==> src/verilog/mbpc_pkg.sv <==
package mbpc_pkg;

  // Clock rate and access times
  localparam int CLK_PERIOD_NS = 10;
  localparam int STATIC_ACCESS_NS = 40;
  localparam int DYN_ROW_NS = 30;
  localparam int DYN_COL_NS = 20;
  localparam logic [3:0] STATIC_WAIT = 4'((STATIC_ACCESS_NS + CLK_PERIOD_NS - 1) / CLK_PERIOD_NS);
  localparam logic [3:0] ROW_WAIT = 4'((DYN_ROW_NS + CLK_PERIOD_NS - 1) / CLK_PERIOD_NS);
  localparam logic [3:0] COL_WAIT = 4'((DYN_COL_NS + CLK_PERIOD_NS - 1) / CLK_PERIOD_NS);
  localparam logic [3:0] SD_LATENCY = 4'h1;

  // Bus geometry
  localparam int N_DYN = 4;
  localparam int N_STATIC = 6;
  localparam int N_MCLK = 3;
  localparam int ADDR_W = 26;
  localparam int DATA_W = 32;
  localparam int DYN_ADDR_LSB = 10;
  localparam int DYN_ADDR_W = 15;
  localparam int ROW_LSB = 11;
  localparam int COL_LSB = 1;
  localparam int COL_W = 10;
  localparam logic [2:0] SRAM_TOP_BANK = 3'h2;
  localparam logic [2:0] VLIO_LOW_BANK = 3'h3;
  localparam logic [2:0] SYNC_MASK_ROM_TOP_BANK = 3'h3;
  localparam logic [2:0] STATIC_BANKS = 3'h6;
  localparam logic [2:0] DYN_BANKS = 3'h4;
  localparam logic [2:0] CARD_SLOTS = 3'h2;
  localparam logic [31:0] LANES_16 = 32'h0000ffff;
  localparam logic [31:0] LANES_32 = 32'hffffffff;
  localparam logic [3:0] BYTES_16 = 4'h3;
  localparam logic [3:0] BYTES_32 = 4'hf;
  localparam logic [1:0] DIV_LAST = 2'h3;

  typedef enum logic [2:0] {
    SK_ROM = 3'h0,
    SK_BURST_ROM = 3'h1,
    SK_SRAM = 3'h2,
    SK_VLIO = 3'h3,
    SK_SYNC_MASK_ROM = 3'h4
  } mbpc_static_kind_type;

  typedef enum logic [1:0] {
    DK_FAST_PAGE = 2'h0,
    DK_EXT_OUT = 2'h1,
    DK_SYNC = 2'h2,
    DK_NONE = 2'h3
  } mbpc_dyn_kind_type;

  typedef enum logic [1:0] {
    TG_DYN = 2'h0,
    TG_STATIC = 2'h1,
    TG_CARD = 2'h2,
    TG_NONE = 2'h3
  } mbpc_target_type;

  typedef enum logic [3:0] {
    ST_IDLE = 4'h0,
    ST_STATIC = 4'h1,
    ST_READY = 4'h2,
    ST_ROW = 4'h3,
    ST_COL = 4'h4,
    ST_SD_ACT = 4'h5,
    ST_SD_CMD = 4'h6,
    ST_SD_LAT = 4'h7,
    ST_DONE = 4'h8
  } mbpc_state_type;

  typedef struct packed {
    logic write;
    mbpc_target_type target;
    logic [2:0] bank;
    logic [ADDR_W-1:0] addr;
    logic [DATA_W-1:0] wdata;
    logic [3:0] byte_en;
  } mbpc_req_type;

  typedef struct packed {
    logic [ADDR_W-1:0] addr;
    logic [N_STATIC-1:0] static_chip_select_n;
    logic mem_output_enable_n;
    logic mem_write_enable_n;
    logic [N_DYN-1:0] dyn_row_strobe_or_sync_select_n;
    logic [3:0] dyn_col_strobe_or_byte_mask;
    logic sync_dyn_row_strobe_n;
    logic sync_dyn_col_strobe_n;
    logic bus_direction;
    logic card_slot_select;
    logic card_enable_n;
    logic [DATA_W-1:0] data_out;
    logic [DATA_W-1:0] data_oe;
  } mbpc_pins_type;

  localparam mbpc_pins_type PINS_IDLE = '{
    addr: '0,
    static_chip_select_n: '1,
    mem_output_enable_n: 1'b1,
    mem_write_enable_n: 1'b1,
    dyn_row_strobe_or_sync_select_n: '1,
    dyn_col_strobe_or_byte_mask: '1,
    sync_dyn_row_strobe_n: 1'b1,
    sync_dyn_col_strobe_n: 1'b1,
    bus_direction: 1'b1,
    card_slot_select: 1'b0,
    card_enable_n: 1'b1,
    data_out: '0,
    data_oe: '0
  };

endpackage : mbpc_pkg
==> src/verilog/mbpc_memory_bus_pin_control.sv <==
`timescale 1ns/1ps
module mbpc_memory_bus_pin_control
  import mbpc_pkg::*;
(
  // Clock and reset
  input wire logic sys_clk_i,
  input wire logic rst_i,
  // Access request and answer
  input wire logic req_valid_i,
  input wire mbpc_req_type req_i,
  output logic req_ready_o,
  output logic done_o,
  output logic error_o,
  output logic [DATA_W-1:0] rdata_o,
  // Configuration and power control
  input wire mbpc_static_kind_type [N_STATIC-1:0] static_kind_i,
  input wire mbpc_dyn_kind_type [N_DYN-1:0] dyn_kind_i,
  input wire logic bus16_i,
  input wire logic boot_bank_sync_rom_enable_i,
  input wire logic [1:0] clock_enable_off_i,
  input wire logic [N_MCLK-1:0] mem_clock_off_i,
  input wire logic sleep_i,
  output logic cfg_error_o,
  // External pins
  output mbpc_pins_type pins_o,
  input wire logic [DATA_W-1:0] data_in_i,
  input wire logic ready_i,
  input wire logic [1:0] card_present_i,
  output logic [1:0] sync_mem_clock_enable_o,
  output logic [N_MCLK-1:0] sync_mem_clock_out_o
);

  localparam int SYNC_W = DATA_W + 3;

  mbpc_state_type state_q, state_d;
  logic [3:0] cnt_q, cnt_d;
  mbpc_req_type req_q, req_d;
  mbpc_pins_type pins_q, pins_d;
  logic [DATA_W-1:0] rdata_q, rdata_d;
  logic done_q, done_d;
  logic error_q, error_d;
  logic cfg_error_q;
  logic [1:0] div_q;
  logic [1:0] cke_q;
  logic [SYNC_W-1:0] meta_q, sync_q;

  // Static bank legality per memory kind and bank position
  function automatic logic kind_legal(mbpc_static_kind_type kind, logic [2:0] bank,
                                      logic narrow);
    logic ok;
    ok = 1'b0;
    unique case (kind)
      SK_ROM, SK_BURST_ROM: ok = 1'b1;
      SK_SRAM: ok = (bank <= SRAM_TOP_BANK);
      SK_VLIO: ok = (bank >= VLIO_LOW_BANK);
      SK_SYNC_MASK_ROM: ok = (bank <= SYNC_MASK_ROM_TOP_BANK) && !narrow;
      default: ok = 1'b0;
    endcase
    return ok;
  endfunction : kind_legal

  // Row or column word placed on the multiplexed dynamic address lines
  function automatic logic [ADDR_W-1:0] dyn_addr(logic [ADDR_W-1:0] a, logic col);
    logic [DYN_ADDR_W-1:0] part;
    part = col ? DYN_ADDR_W'(a[COL_LSB +: COL_W]) : a[ROW_LSB +: DYN_ADDR_W];
    return ADDR_W'(part) << DYN_ADDR_LSB;
  endfunction : dyn_addr

  // Pin inputs pass two flops; only the second stage is read
  always_ff @(posedge sys_clk_i or posedge rst_i)
  begin
    if (rst_i)
    begin
      meta_q <= '0;
      sync_q <= '0;
    end
    else
    begin
      meta_q <= {ready_i, card_present_i, data_in_i};
      sync_q <= meta_q;
    end
  end

  wire ready_s = sync_q[DATA_W + 2];
  wire [1:0] present_s = sync_q[DATA_W +: 2];
  wire [DATA_W-1:0] din_s = sync_q[DATA_W-1:0];

  // Lane selection for the configured bus width
  wire [DATA_W-1:0] lane_mask = bus16_i ? LANES_16 : LANES_32;
  wire [3:0] lane_bytes = bus16_i ? BYTES_16 : BYTES_32;

  // Request decode
  wire [2:0] rbank = req_i.bank;
  wire static_in_range = rbank < STATIC_BANKS;
  wire static_ok = static_in_range && kind_legal(static_kind_i[rbank[2:0]], rbank, bus16_i);
  wire dyn_ok = (rbank < DYN_BANKS) && (dyn_kind_i[rbank[1:0]] != DK_NONE);
  wire card_ok = (rbank < CARD_SLOTS) && present_s[rbank[0]];
  wire req_ok = (req_i.target == TG_STATIC && static_ok) ||
                (req_i.target == TG_DYN && dyn_ok) ||
                (req_i.target == TG_CARD && card_ok);
  wire req_sync_dyn = dyn_kind_i[rbank[1:0]] == DK_SYNC;
  wire [3:0] req_bytes = req_i.byte_en & lane_bytes;
  wire [3:0] cur_bytes = req_q.byte_en & lane_bytes;
  wire [N_DYN-1:0] req_dyn_sel_n = ~(N_DYN'(1) << rbank[1:0]);
  wire [N_DYN-1:0] cur_dyn_sel_n = ~(N_DYN'(1) << req_q.bank[1:0]);
  wire [N_STATIC-1:0] req_cs_n = ~(N_STATIC'(1) << rbank);

  // Ready pacing applies only to ready-paced I/O on the upper selects
  wire cur_vlio = (req_q.target == TG_STATIC) && (req_q.bank < STATIC_BANKS) &&
                  (req_q.bank >= VLIO_LOW_BANK) &&
                  (static_kind_i[req_q.bank] == SK_VLIO);
  wire mclk_tick = div_q == DIV_LAST;

  // Configuration check over all static banks
  logic [N_STATIC-1:0] bank_bad;
  for (genvar g = 0; g < N_STATIC; g++)
  begin : g_check
    assign bank_bad[g] = !kind_legal(static_kind_i[g], 3'(g), bus16_i);
  end

  // Access sequencer
  always_comb
  begin
    logic finish;
    finish = 1'b0;
    state_d = state_q;
    cnt_d = cnt_q;
    req_d = req_q;
    pins_d = pins_q;
    rdata_d = rdata_q;
    done_d = 1'b0;
    error_d = 1'b0;
    unique case (state_q)
      ST_IDLE:
      begin
        if (req_valid_i && !req_ok)
          error_d = 1'b1;
        else if (req_valid_i)
        begin
          req_d = req_i;
          pins_d.bus_direction = !req_i.write;
          pins_d.data_out = req_i.wdata & lane_mask;
          if (req_i.target == TG_DYN && req_sync_dyn)
            state_d = ST_SD_ACT;
          else if (req_i.target == TG_DYN)
          begin
            pins_d.addr = dyn_addr(req_i.addr, 1'b0);
            pins_d.dyn_row_strobe_or_sync_select_n = req_dyn_sel_n;
            cnt_d = ROW_WAIT;
            state_d = ST_ROW;
          end
          else
          begin
            pins_d.addr = req_i.addr;
            pins_d.mem_output_enable_n = req_i.write;
            pins_d.mem_write_enable_n = !req_i.write;
            pins_d.data_oe = req_i.write ? lane_mask : '0;
            // Byte writes qualify the shared write enable per lane
            pins_d.dyn_col_strobe_or_byte_mask = req_i.write ? ~req_bytes : '1;
            if (req_i.target == TG_CARD)
            begin
              pins_d.card_slot_select = rbank[0];
              pins_d.card_enable_n = 1'b0;
            end
            else
              pins_d.static_chip_select_n = req_cs_n;
            cnt_d = STATIC_WAIT;
            state_d = ST_STATIC;
          end
        end
      end
      ST_STATIC:
        if (cnt_q != '0)
          cnt_d = cnt_q - 4'h1;
        else if (cur_vlio)
          state_d = ST_READY;
        else
          finish = 1'b1;
      // Stretch the data phase until the device reports ready
      ST_READY: finish = ready_s;
      ST_ROW:
      begin
        if (cnt_q != '0)
          cnt_d = cnt_q - 4'h1;
        else
        begin
          pins_d.addr = dyn_addr(req_q.addr, 1'b1);
          pins_d.dyn_col_strobe_or_byte_mask = req_q.write ? ~cur_bytes : ~lane_bytes;
          pins_d.mem_write_enable_n = !req_q.write;
          pins_d.mem_output_enable_n = req_q.write;
          pins_d.data_oe = req_q.write ? lane_mask : '0;
          cnt_d = COL_WAIT;
          state_d = ST_COL;
        end
      end
      ST_COL:
        if (cnt_q != '0)
          cnt_d = cnt_q - 4'h1;
        else
          finish = 1'b1;
      ST_SD_ACT:
      begin
        // Commands change just after a memory clock falls
        if (mclk_tick)
        begin
          pins_d.addr = dyn_addr(req_q.addr, 1'b0);
          pins_d.dyn_row_strobe_or_sync_select_n = cur_dyn_sel_n;
          pins_d.sync_dyn_row_strobe_n = 1'b0;
          state_d = ST_SD_CMD;
        end
      end
      ST_SD_CMD:
      begin
        if (mclk_tick)
        begin
          pins_d.addr = dyn_addr(req_q.addr, 1'b1);
          pins_d.sync_dyn_row_strobe_n = 1'b1;
          pins_d.sync_dyn_col_strobe_n = 1'b0;
          pins_d.mem_write_enable_n = !req_q.write;
          pins_d.dyn_col_strobe_or_byte_mask = req_q.write ? ~cur_bytes : ~lane_bytes;
          pins_d.data_oe = req_q.write ? lane_mask : '0;
          cnt_d = SD_LATENCY;
          state_d = ST_SD_LAT;
        end
      end
      ST_SD_LAT:
      begin
        if (mclk_tick)
        begin
          pins_d.dyn_row_strobe_or_sync_select_n = '1;
          pins_d.sync_dyn_col_strobe_n = 1'b1;
          pins_d.mem_write_enable_n = 1'b1;
          if (cnt_q != '0)
            cnt_d = cnt_q - 4'h1;
          else
            finish = 1'b1;
        end
      end
      ST_DONE: state_d = ST_IDLE;
      default: state_d = ST_IDLE;
    endcase
    // Completion drops every strobe but keeps the address until the next accepted access
    if (finish)
    begin
      rdata_d = din_s & lane_mask;
      done_d = 1'b1;
      pins_d = PINS_IDLE;
      pins_d.addr = pins_q.addr;
      state_d = ST_DONE;
    end
  end

  // Sequencer registers
  always_ff @(posedge sys_clk_i or posedge rst_i)
  begin
    if (rst_i)
    begin
      state_q <= ST_IDLE;
      cnt_q <= '0;
      req_q <= '0;
      pins_q <= PINS_IDLE;
      rdata_q <= '0;
      done_q <= 1'b0;
      error_q <= 1'b0;
      cfg_error_q <= 1'b0;
    end
    else
    begin
      state_q <= state_d;
      cnt_q <= cnt_d;
      req_q <= req_d;
      pins_q <= pins_d;
      rdata_q <= rdata_d;
      done_q <= done_d;
      error_q <= error_d;
      cfg_error_q <= |bank_bad;
    end
  end

  // Memory clock divider, free running so the phase is known after reset
  always_ff @(posedge sys_clk_i or posedge rst_i)
  begin
    if (rst_i)
      div_q <= '0;
    else
      div_q <= div_q + 2'h1;
  end

  // Clock enables come up off; the boot mask-ROM term is added outside the flop
  always_ff @(posedge sys_clk_i or posedge rst_i)
  begin
    if (rst_i)
      cke_q <= '0;
    else
      cke_q <= ~clock_enable_off_i;
  end

  // Boot mask ROM keeps its clock and enable regardless of the off bits
  wire rom_boot = boot_bank_sync_rom_enable_i;
  wire [N_MCLK-1:0] clk_off = {mem_clock_off_i[N_MCLK-1:1], mem_clock_off_i[0] & !rom_boot};
  assign sync_mem_clock_enable_o[0] = rom_boot | cke_q[0];
  assign sync_mem_clock_enable_o[1] = cke_q[1] & !sleep_i;
  assign sync_mem_clock_out_o = {N_MCLK{div_q[1] & !sleep_i}} & ~clk_off;

  // Outputs
  assign req_ready_o = state_q == ST_IDLE;
  assign done_o = done_q;
  assign error_o = error_q;
  assign rdata_o = rdata_q;
  assign cfg_error_o = cfg_error_q;
  assign pins_o = pins_q;

  AST_CKE_SLEEP: assert property (@(posedge sys_clk_i) disable iff (rst_i)
    sleep_i |-> !sync_mem_clock_enable_o[1])
    else $error("sync dynamic clock enable high in sleep");

  AST_CKE_BOOT_ROM: assert property (@(posedge sys_clk_i) disable iff (rst_i)
    rom_boot && clock_enable_off_i[0] |-> ##1 sync_mem_clock_enable_o[0] ##1
      sync_mem_clock_enable_o[0])
    else $error("mask ROM clock enable dropped while booting from it");

  AST_CLK_SLEEP: assert property (@(posedge sys_clk_i) disable iff (rst_i)
    sleep_i |-> sync_mem_clock_out_o == '0)
    else $error("memory clock running in sleep");

  AST_CLK_QUARTER: assert property (@(posedge sys_clk_i) disable iff (rst_i)
    $rose(div_q[1]) |=> div_q[1] ##1 !div_q[1] ##1 !div_q[1] ##1 div_q[1])
    else $error("memory clock not at quarter rate");

  AST_DIR_WRITE: assert property (@(posedge sys_clk_i) disable iff (rst_i)
    (|pins_q.data_oe) |-> !pins_q.bus_direction && pins_q.mem_output_enable_n)
    else $error("data driven while direction shows a read");

  AST_NARROW_LANES: assert property (@(posedge sys_clk_i) disable iff (rst_i)
    bus16_i && $stable(bus16_i) |-> pins_q.data_oe[DATA_W-1:16] == '0)
    else $error("upper data lanes driven on a 16-bit bus");

  AST_CS_ONEHOT: assert property (@(posedge sys_clk_i) disable iff (rst_i)
    $onehot0(~pins_q.static_chip_select_n))
    else $error("more than one static select asserted");

  AST_READY_BANK: assert property (@(posedge sys_clk_i) disable iff (rst_i)
    state_q == ST_READY |-> req_q.bank >= VLIO_LOW_BANK && req_q.target == TG_STATIC)
    else $error("ready wait on a bank below select 3");

  AST_READY_HOLD: assert property (@(posedge sys_clk_i) disable iff (rst_i)
    state_q == ST_READY && !ready_s |=> state_q == ST_READY && !done_q)
    else $error("ready-paced access ended while ready low");

  AST_BYTE_WRITE: assert property (@(posedge sys_clk_i) disable iff (rst_i)
    state_q == ST_STATIC && !pins_q.mem_write_enable_n |->
      pins_q.dyn_col_strobe_or_byte_mask == ~cur_bytes)
    else $error("byte strobes do not match write lanes");

  AST_DYN_ROW: assert property (@(posedge sys_clk_i) disable iff (rst_i)
    state_q == ST_ROW |-> pins_q.addr == dyn_addr(req_q.addr, 1'b0) &&
      !pins_q.dyn_row_strobe_or_sync_select_n[req_q.bank[1:0]])
    else $error("dynamic row address or strobe wrong");

  AST_REFUSE: assert property (@(posedge sys_clk_i) disable iff (rst_i)
    state_q == ST_IDLE && req_valid_i && !req_ok |=> error_o && state_q == ST_IDLE)
    else $error("illegal access not refused");

endmodule : mbpc_memory_bus_pin_control

==> config.mk <==
export PLATFORM = sky130hd
export DESIGN_NAME = mbpc_memory_bus_pin_control
export DESIGN_NICKNAME = d
export VERILOG_FILES = /design/src/verilog/mbpc_pkg.sv /design/src/verilog/mbpc_memory_bus_pin_control.sv
export SDC_FILE = /design/constraint.sdc
export NUM_CORES = 1
export LEC_CHECK = 0
export BUFFER_PORTS_ARGS = -buffer_cell sky130_fd_sc_hd__buf_2
export CAP_MARGIN = 20
export CORE_UTILIZATION = 56
export DETAILED_ROUTE_END_ITERATION = 12
export GPL_TIMING_DRIVEN = 0
export PLACE_DENSITY = 0.92
export SETUP_SLACK_MARGIN = 0.3
export SYNTH_ARGS = -nofsm -noshare
export SYNTH_HDL_FRONTEND = slang
export SYNTH_SLANG_ARGS = --single-unit
==> constraint.sdc <==
create_clock -name sys_clk_i -period 20.6 [get_ports sys_clk_i]
set_input_delay 3.09 -clock sys_clk_i [delete_from_list [all_inputs] [get_ports sys_clk_i]]
set_output_delay 3.09 -clock sys_clk_i [all_outputs]
set_load 0.005 [all_outputs]
## Word-level counts from Yosys, hierarchy flattened

Index checks and enable logic that the tools add are counted.

| storage, ports and cells | value |
|---|---|
| output and inout port bits | 152 |
| bits of input ports | 140 |
| word-level logic and storage cells | 279 |
| register bits after elaboration | 264 |

| operators by class | value |
|---|---|
| multiplexer cells | 88 |
| add/subtract/negate cells | 2 |
| bitwise gates (word level) | 19 |
| reductions and logical operators | 70 |
| shift-type cells | 3 |
| order comparisons | 12 |
| eq/ne operators | 57 |

Operators with widths:

| operator | count |
|---|---|
| $mux W32 | 7 |
| $mux W67 | 2 |
| $mux W42 | 3 |
| $mux W26 | 4 |
| $pmux W26 S4 | 1 |
| $pmux W32 S3 | 1 |
| $mux W4 | 22 |
| $mux W85 | 1 |
| $and A32 B32 Y32 | 2 |
| $mux W35 | 1 |
| $eq A3 B2 Y1 const B | 9 |
| $pmux W4 S3 | 2 |
| $pmux W4 S6 | 1 |
| $reduce_and A6 Y1 | 4 |
| $reduce_and A8 Y1 | 3 |
| $eq A3 B1 Y1 const B | 7 |
| $logic_not A3 Y1 | 7 |
| $reduce_or A3 Y1 | 7 |
| $not A4 Y4 | 5 |
| $pmux W4 S5 | 1 |
| $bmux W3 S3 | 2 |
| $mux W6 | 3 |
| $ne A3 B3 Y1 const B | 6 |
| $eq A4 B3 Y1 const B | 4 |
| other kinds (49) | 146 |

## Longest topological paths before layout

| depth | value |
|---|---|
| word-level depth | 14 |
| gate-level depth with buffers | 12 |

## Worst setup path after synthesis

Ideal clock, no wire load.

| timing path | value |
|---|---|
| path type | input port to output port |
| from | input port sleep_i |
| to | output port sync_mem_clock_out_o[0] |
| arrival time | 3.379 ns |
| path buffers | 0 |
| data required time | 17.510 ns |
| path slack | 14.131 ns |
| cell stages on the path | 2 |
| cells stage by stage | nand2b_1 -> a21oi_1 |

| on the way | value |
|---|---|
| cells in the longest elaborated chain, start to end | 3 |

Ends and longest elaborated chain:

| item | line | source |
|---|---|---|
| start, declared | mbpc_memory_bus_pin_control.sv:22 | `input wire logic sleep_i,` |
| $logic_not A1 Y1 | mbpc_memory_bus_pin_control.sv:303 | `assign sync_mem_clock_out_o = {N_MCLK{div_q[1] & !sleep_i}} & ~clk_off;` |
| $and A1 B1 Y1 | mbpc_memory_bus_pin_control.sv:303 |  |
| $and A3 B3 Y3 | mbpc_memory_bus_pin_control.sv:303 |  |
| end, declared | mbpc_memory_bus_pin_control.sv:30 | `output logic [N_MCLK-1:0] sync_mem_clock_out_o` |

No other way between the ends.

## Final worst setup path

| timing path | value |
|---|---|
| from | input port sleep_i |
| to | output port sync_mem_clock_out_o[1] |

The elaborated chain is that of the path after synthesis.

==> impl_results.md <==
- Outcome: completed
- Worst-margin pin slew: 0.901 ns
- Starting density of the core: 57.4%
- Cell family with most CP delay: simple AND/OR/NAND/NOR gates
- Syn Inst Count: 930
- Clk root buf: clkbuf_16
- CP dominant cell by count: buf_2
- Crit Path Class: in -> out
- Share of the synthesized area in the top cell type: 53.5%
- Synth Area in Compound Gates: 8.57%
- Largest family of logic cells by synthesized area: simple AND/OR/NAND/NOR gates
- Final RePlAce weighted congestion: 0.934
- Vias per inst: 5.63
- Top routing layer used: met4
- CTS Buf Count: 24
- Unrepaired setup endpoints after global routing: false
- Slowest stage cell on the critical path: nand2b_1
- Static leakage: 6.38 nW
- Met3 Routed Length: 2.13 mm
- Slew Limit Fails: 0
- Avg Synthesized Cell Area: 10.7 um2
- CP endpoint kind: output pin
- Maximum vdd drop: 0.109 mV
- Metal-1 WL: 10.7 mm
- Critical Path Max Stage Delay: 0.16 ns
- Worst-Skew Late Latency: 0.51 ns
- Share of layout cells above drive strength 1: 34.2%
- Post-synth EDFFs: 0
- Worst path cell trace: buf_2, nand2b_1, nor2_1, buf_2
- Count of cell types in the netlist: 65
- Core area: 17400 um2
- GRT Overall Usage: 30.3%
- Data required time at the worst endpoint: 17.51 ns
- Clock slew at the register clock pins of the worst setup and hold paths: 0.05 ns
- Dpl hpwl: 19.4 mm
- Worst setup SP type: input pin
- Max-cap violations: 0
- Pre-CTS WS: 13.91 ns
- CTS tree: yes
- Top_reg_cell synth: dfrtp_1
- Filler instances: 1180
- Buffers on Ports: 289
- Top Ports: 292
- # rows: 48
- Pin count of the biggest net entering global routing: 119
- Area delta synth->final: 26.1%
- Cell taking the most area after synthesis: dfrtp_1
- Routed vias: 8394
- CP max FO: 3
- ANT nets after route: 0
- Crit path arrival time: 3.60 ns
- Initial DRC count: 579
- Post-Syn Area: 9960 um2
- Worst Setup Slack, final: 13.91 ns
- Synth Area in Adders: 0.377%
- Sequential share of the synthesized area: 58.8%
- Post-CTS sizing: 0
- HP Class: reg -> reg
- Post-synthesis xor/xnor area fraction: 0.176%
- Clk_skew: 0.0143 ns
- Post-Place Cells: 1445
- Wire per inst: 18.5 um
- FMAX: 0.149 GHz
- Clk sinks: 233
- Worst Path Buf+Inv: 2
- DR WL met2: 13.5 mm
- Post-synthesis mux area share: 9.47%
- Initial antenna violation count: 3
- First-pass GRT wire length: 43.0 mm
- Period utilization: 32.5%
- Synth Area in Simple Gates: 16.7%
- Main area contributors after synthesis: dfrtp_1 54%, nand2_1 7.5%, dfstp_2 5.3%, mux2i_1 3.8%, mux2_2 3.5%
- # setup viols final: 0
- Final net count: 1389
- Crit path time final: 6.69 ns
- Die H: 135 um
- Final hold violation count: 0
- DRT Pass-1 Iters: 5
- Post-CTS Setup Inserts: 0
- Asr flop ratio synth: 100%
- Register bit count reported by yosys: 233
- Vias in the first global route: 8413
- Synth cell count leaders: 213 x dfrtp_1, 198 x nand2_1, 48 x o21ai_0
- Pwr dens: 142 nW/um2
- Syn Nets: 1073
- DRC Markers: 0
- DRT Wirelength: 27.6 mm
- Setup TNS: 0 ns
- Final non-filler cell total: 1492
- Synth Warn #: 0
- Clk buf depth: 3
- Die X-Extent: 135 um
- Die ar.: 18300 um2
- Count leader, synth: dfrtp_1
- Hold_buf cts: 0
- Slew margin rel.: 39.9%
- Global route overflow: 0
- H-tree levels: 1
==> cells in the final DEF (no fill, tap or decap), types with 5 or more instances in the layout <==
cell and n:
nand2b_1 23, a31oi_1 10, clkinv_2 5, mux2i_1 38, mux2_2 31, nor2b_1 6
a21o_1 6, nor2_1 37, buf_1 6, nand3b_1 18, inv_1 34, mux2_1 9
nand3_1 38, and3_1 7, buf_2 292, a21oi_1 16, o21ai_0 48, dfstp_2 20
clkbuf_8 7, dfrtp_1 213, clkbuf_1 43, nor3_1 7, buf_4 30, a22oi_1 11
clkbuf_16 25, mux4_2 5, nand2_1 198
==> logic make-up after synthesis <==
| family | after synthesis |
|---|---|
| flip-flops | 233 |
| adder cells (fa/ha/maj) | 3 |
| AO/OA/AOI/OAI | 133 |
| buffers and inverters | 119 |
| multiplexers | 83 |
| AND/OR/NAND/NOR | 357 |
| XOR/XNOR | 2 |
==> metal layers <==
layer,GRT usage [%],up-vias
met4,14.9,0
li1,-,3760
met3,5.05,103
met2,49.8,441
met1,39.2,4090
met5,0,-
==> power by group <==
group          total [mW]  leakage, nW  internal [mW]  switching [mW]
combinational       0.630         3.13          0.292           0.338
clock               0.449        0.410          0.272           0.177
sequential          0.702         2.84          0.611          0.0911
total                1.78         6.38           1.18           0.606
==> worst paths after layout <==
kind                       startpoint                 endpoint  slack [ns]  cells after the start
setup / recovery              sleep_i  sync_mem_clock_out_o[1]       13.91                      4
setup reg to reg             cnt_q[0]               rdata_o[4]       17.18                      9
max in group asynchronous       rst_i                req_q[57]       16.85                      3
min in group asynchronous       rst_i               meta_q[19]        2.71                      2
hold reg to reg            meta_q[20]               sync_q[20]        0.35                      0
hold / removal             meta_q[20]               sync_q[20]        0.35                      0
==> registers in the layout, summed over array words and instances (netlist names) <==
register     cells
pins_o          81
meta_q          35
req_q           35
sync_q          35
rdata_o         32
cnt_q            4
state_q          4
cke_q            2
div_q            2
cfg_error_o      1
done_o           1
error_o          1
==> worst reg2reg max path, delay by kind of cell (launching register included) <==
| kind | cells | cell delay, ns |
|---|---|---|
| buffers and inverters | 4 | 1.27 |
| flip-flops | 1 | 0.40 |
| AO/OA/AOI/OAI | 2 | 0.52 |
| adder cells (fa/ha/maj) | 1 | 0.15 |
| AND/OR/NAND/NOR | 1 | 0.52 |
| multiplexers | 1 | 0.43 |
==> metrics by stage <==
stage | utilization (%) | area (um2) | hold WS (ns) | total power, mW
final | 72.4 | 12600 | 0.346 | 1.78
after global routing | 72.4 | 12600 | 0.352 | 1.88
after CTS | 72.3 | 12600 | 0.347 | 1.79
after detailed placement | 67.5 | 11700 | 0.335 | 1.33
after global placement | 67.3 | 11700 | 0.331 | 1.30
after floorplan | - | 9960 | 0.331 | 1.07
==> cell type report <==
class	instances	area (um2)	area share, %
Sequential cell	233	5860	46.6
Multi-Input combinational cell	578	3510	27.9
Timing Repair Buffer	290	1470	11.7
Clock buffer	35	733	5.84
Buffer	83	458	3.65
Tap cell	225	282	2.24
Inverter	36	143	1.14
Clock inverter	9	100	0.797
Antenna cell	3	7.51	0.0598
Power figures use the tool's default switching activity.
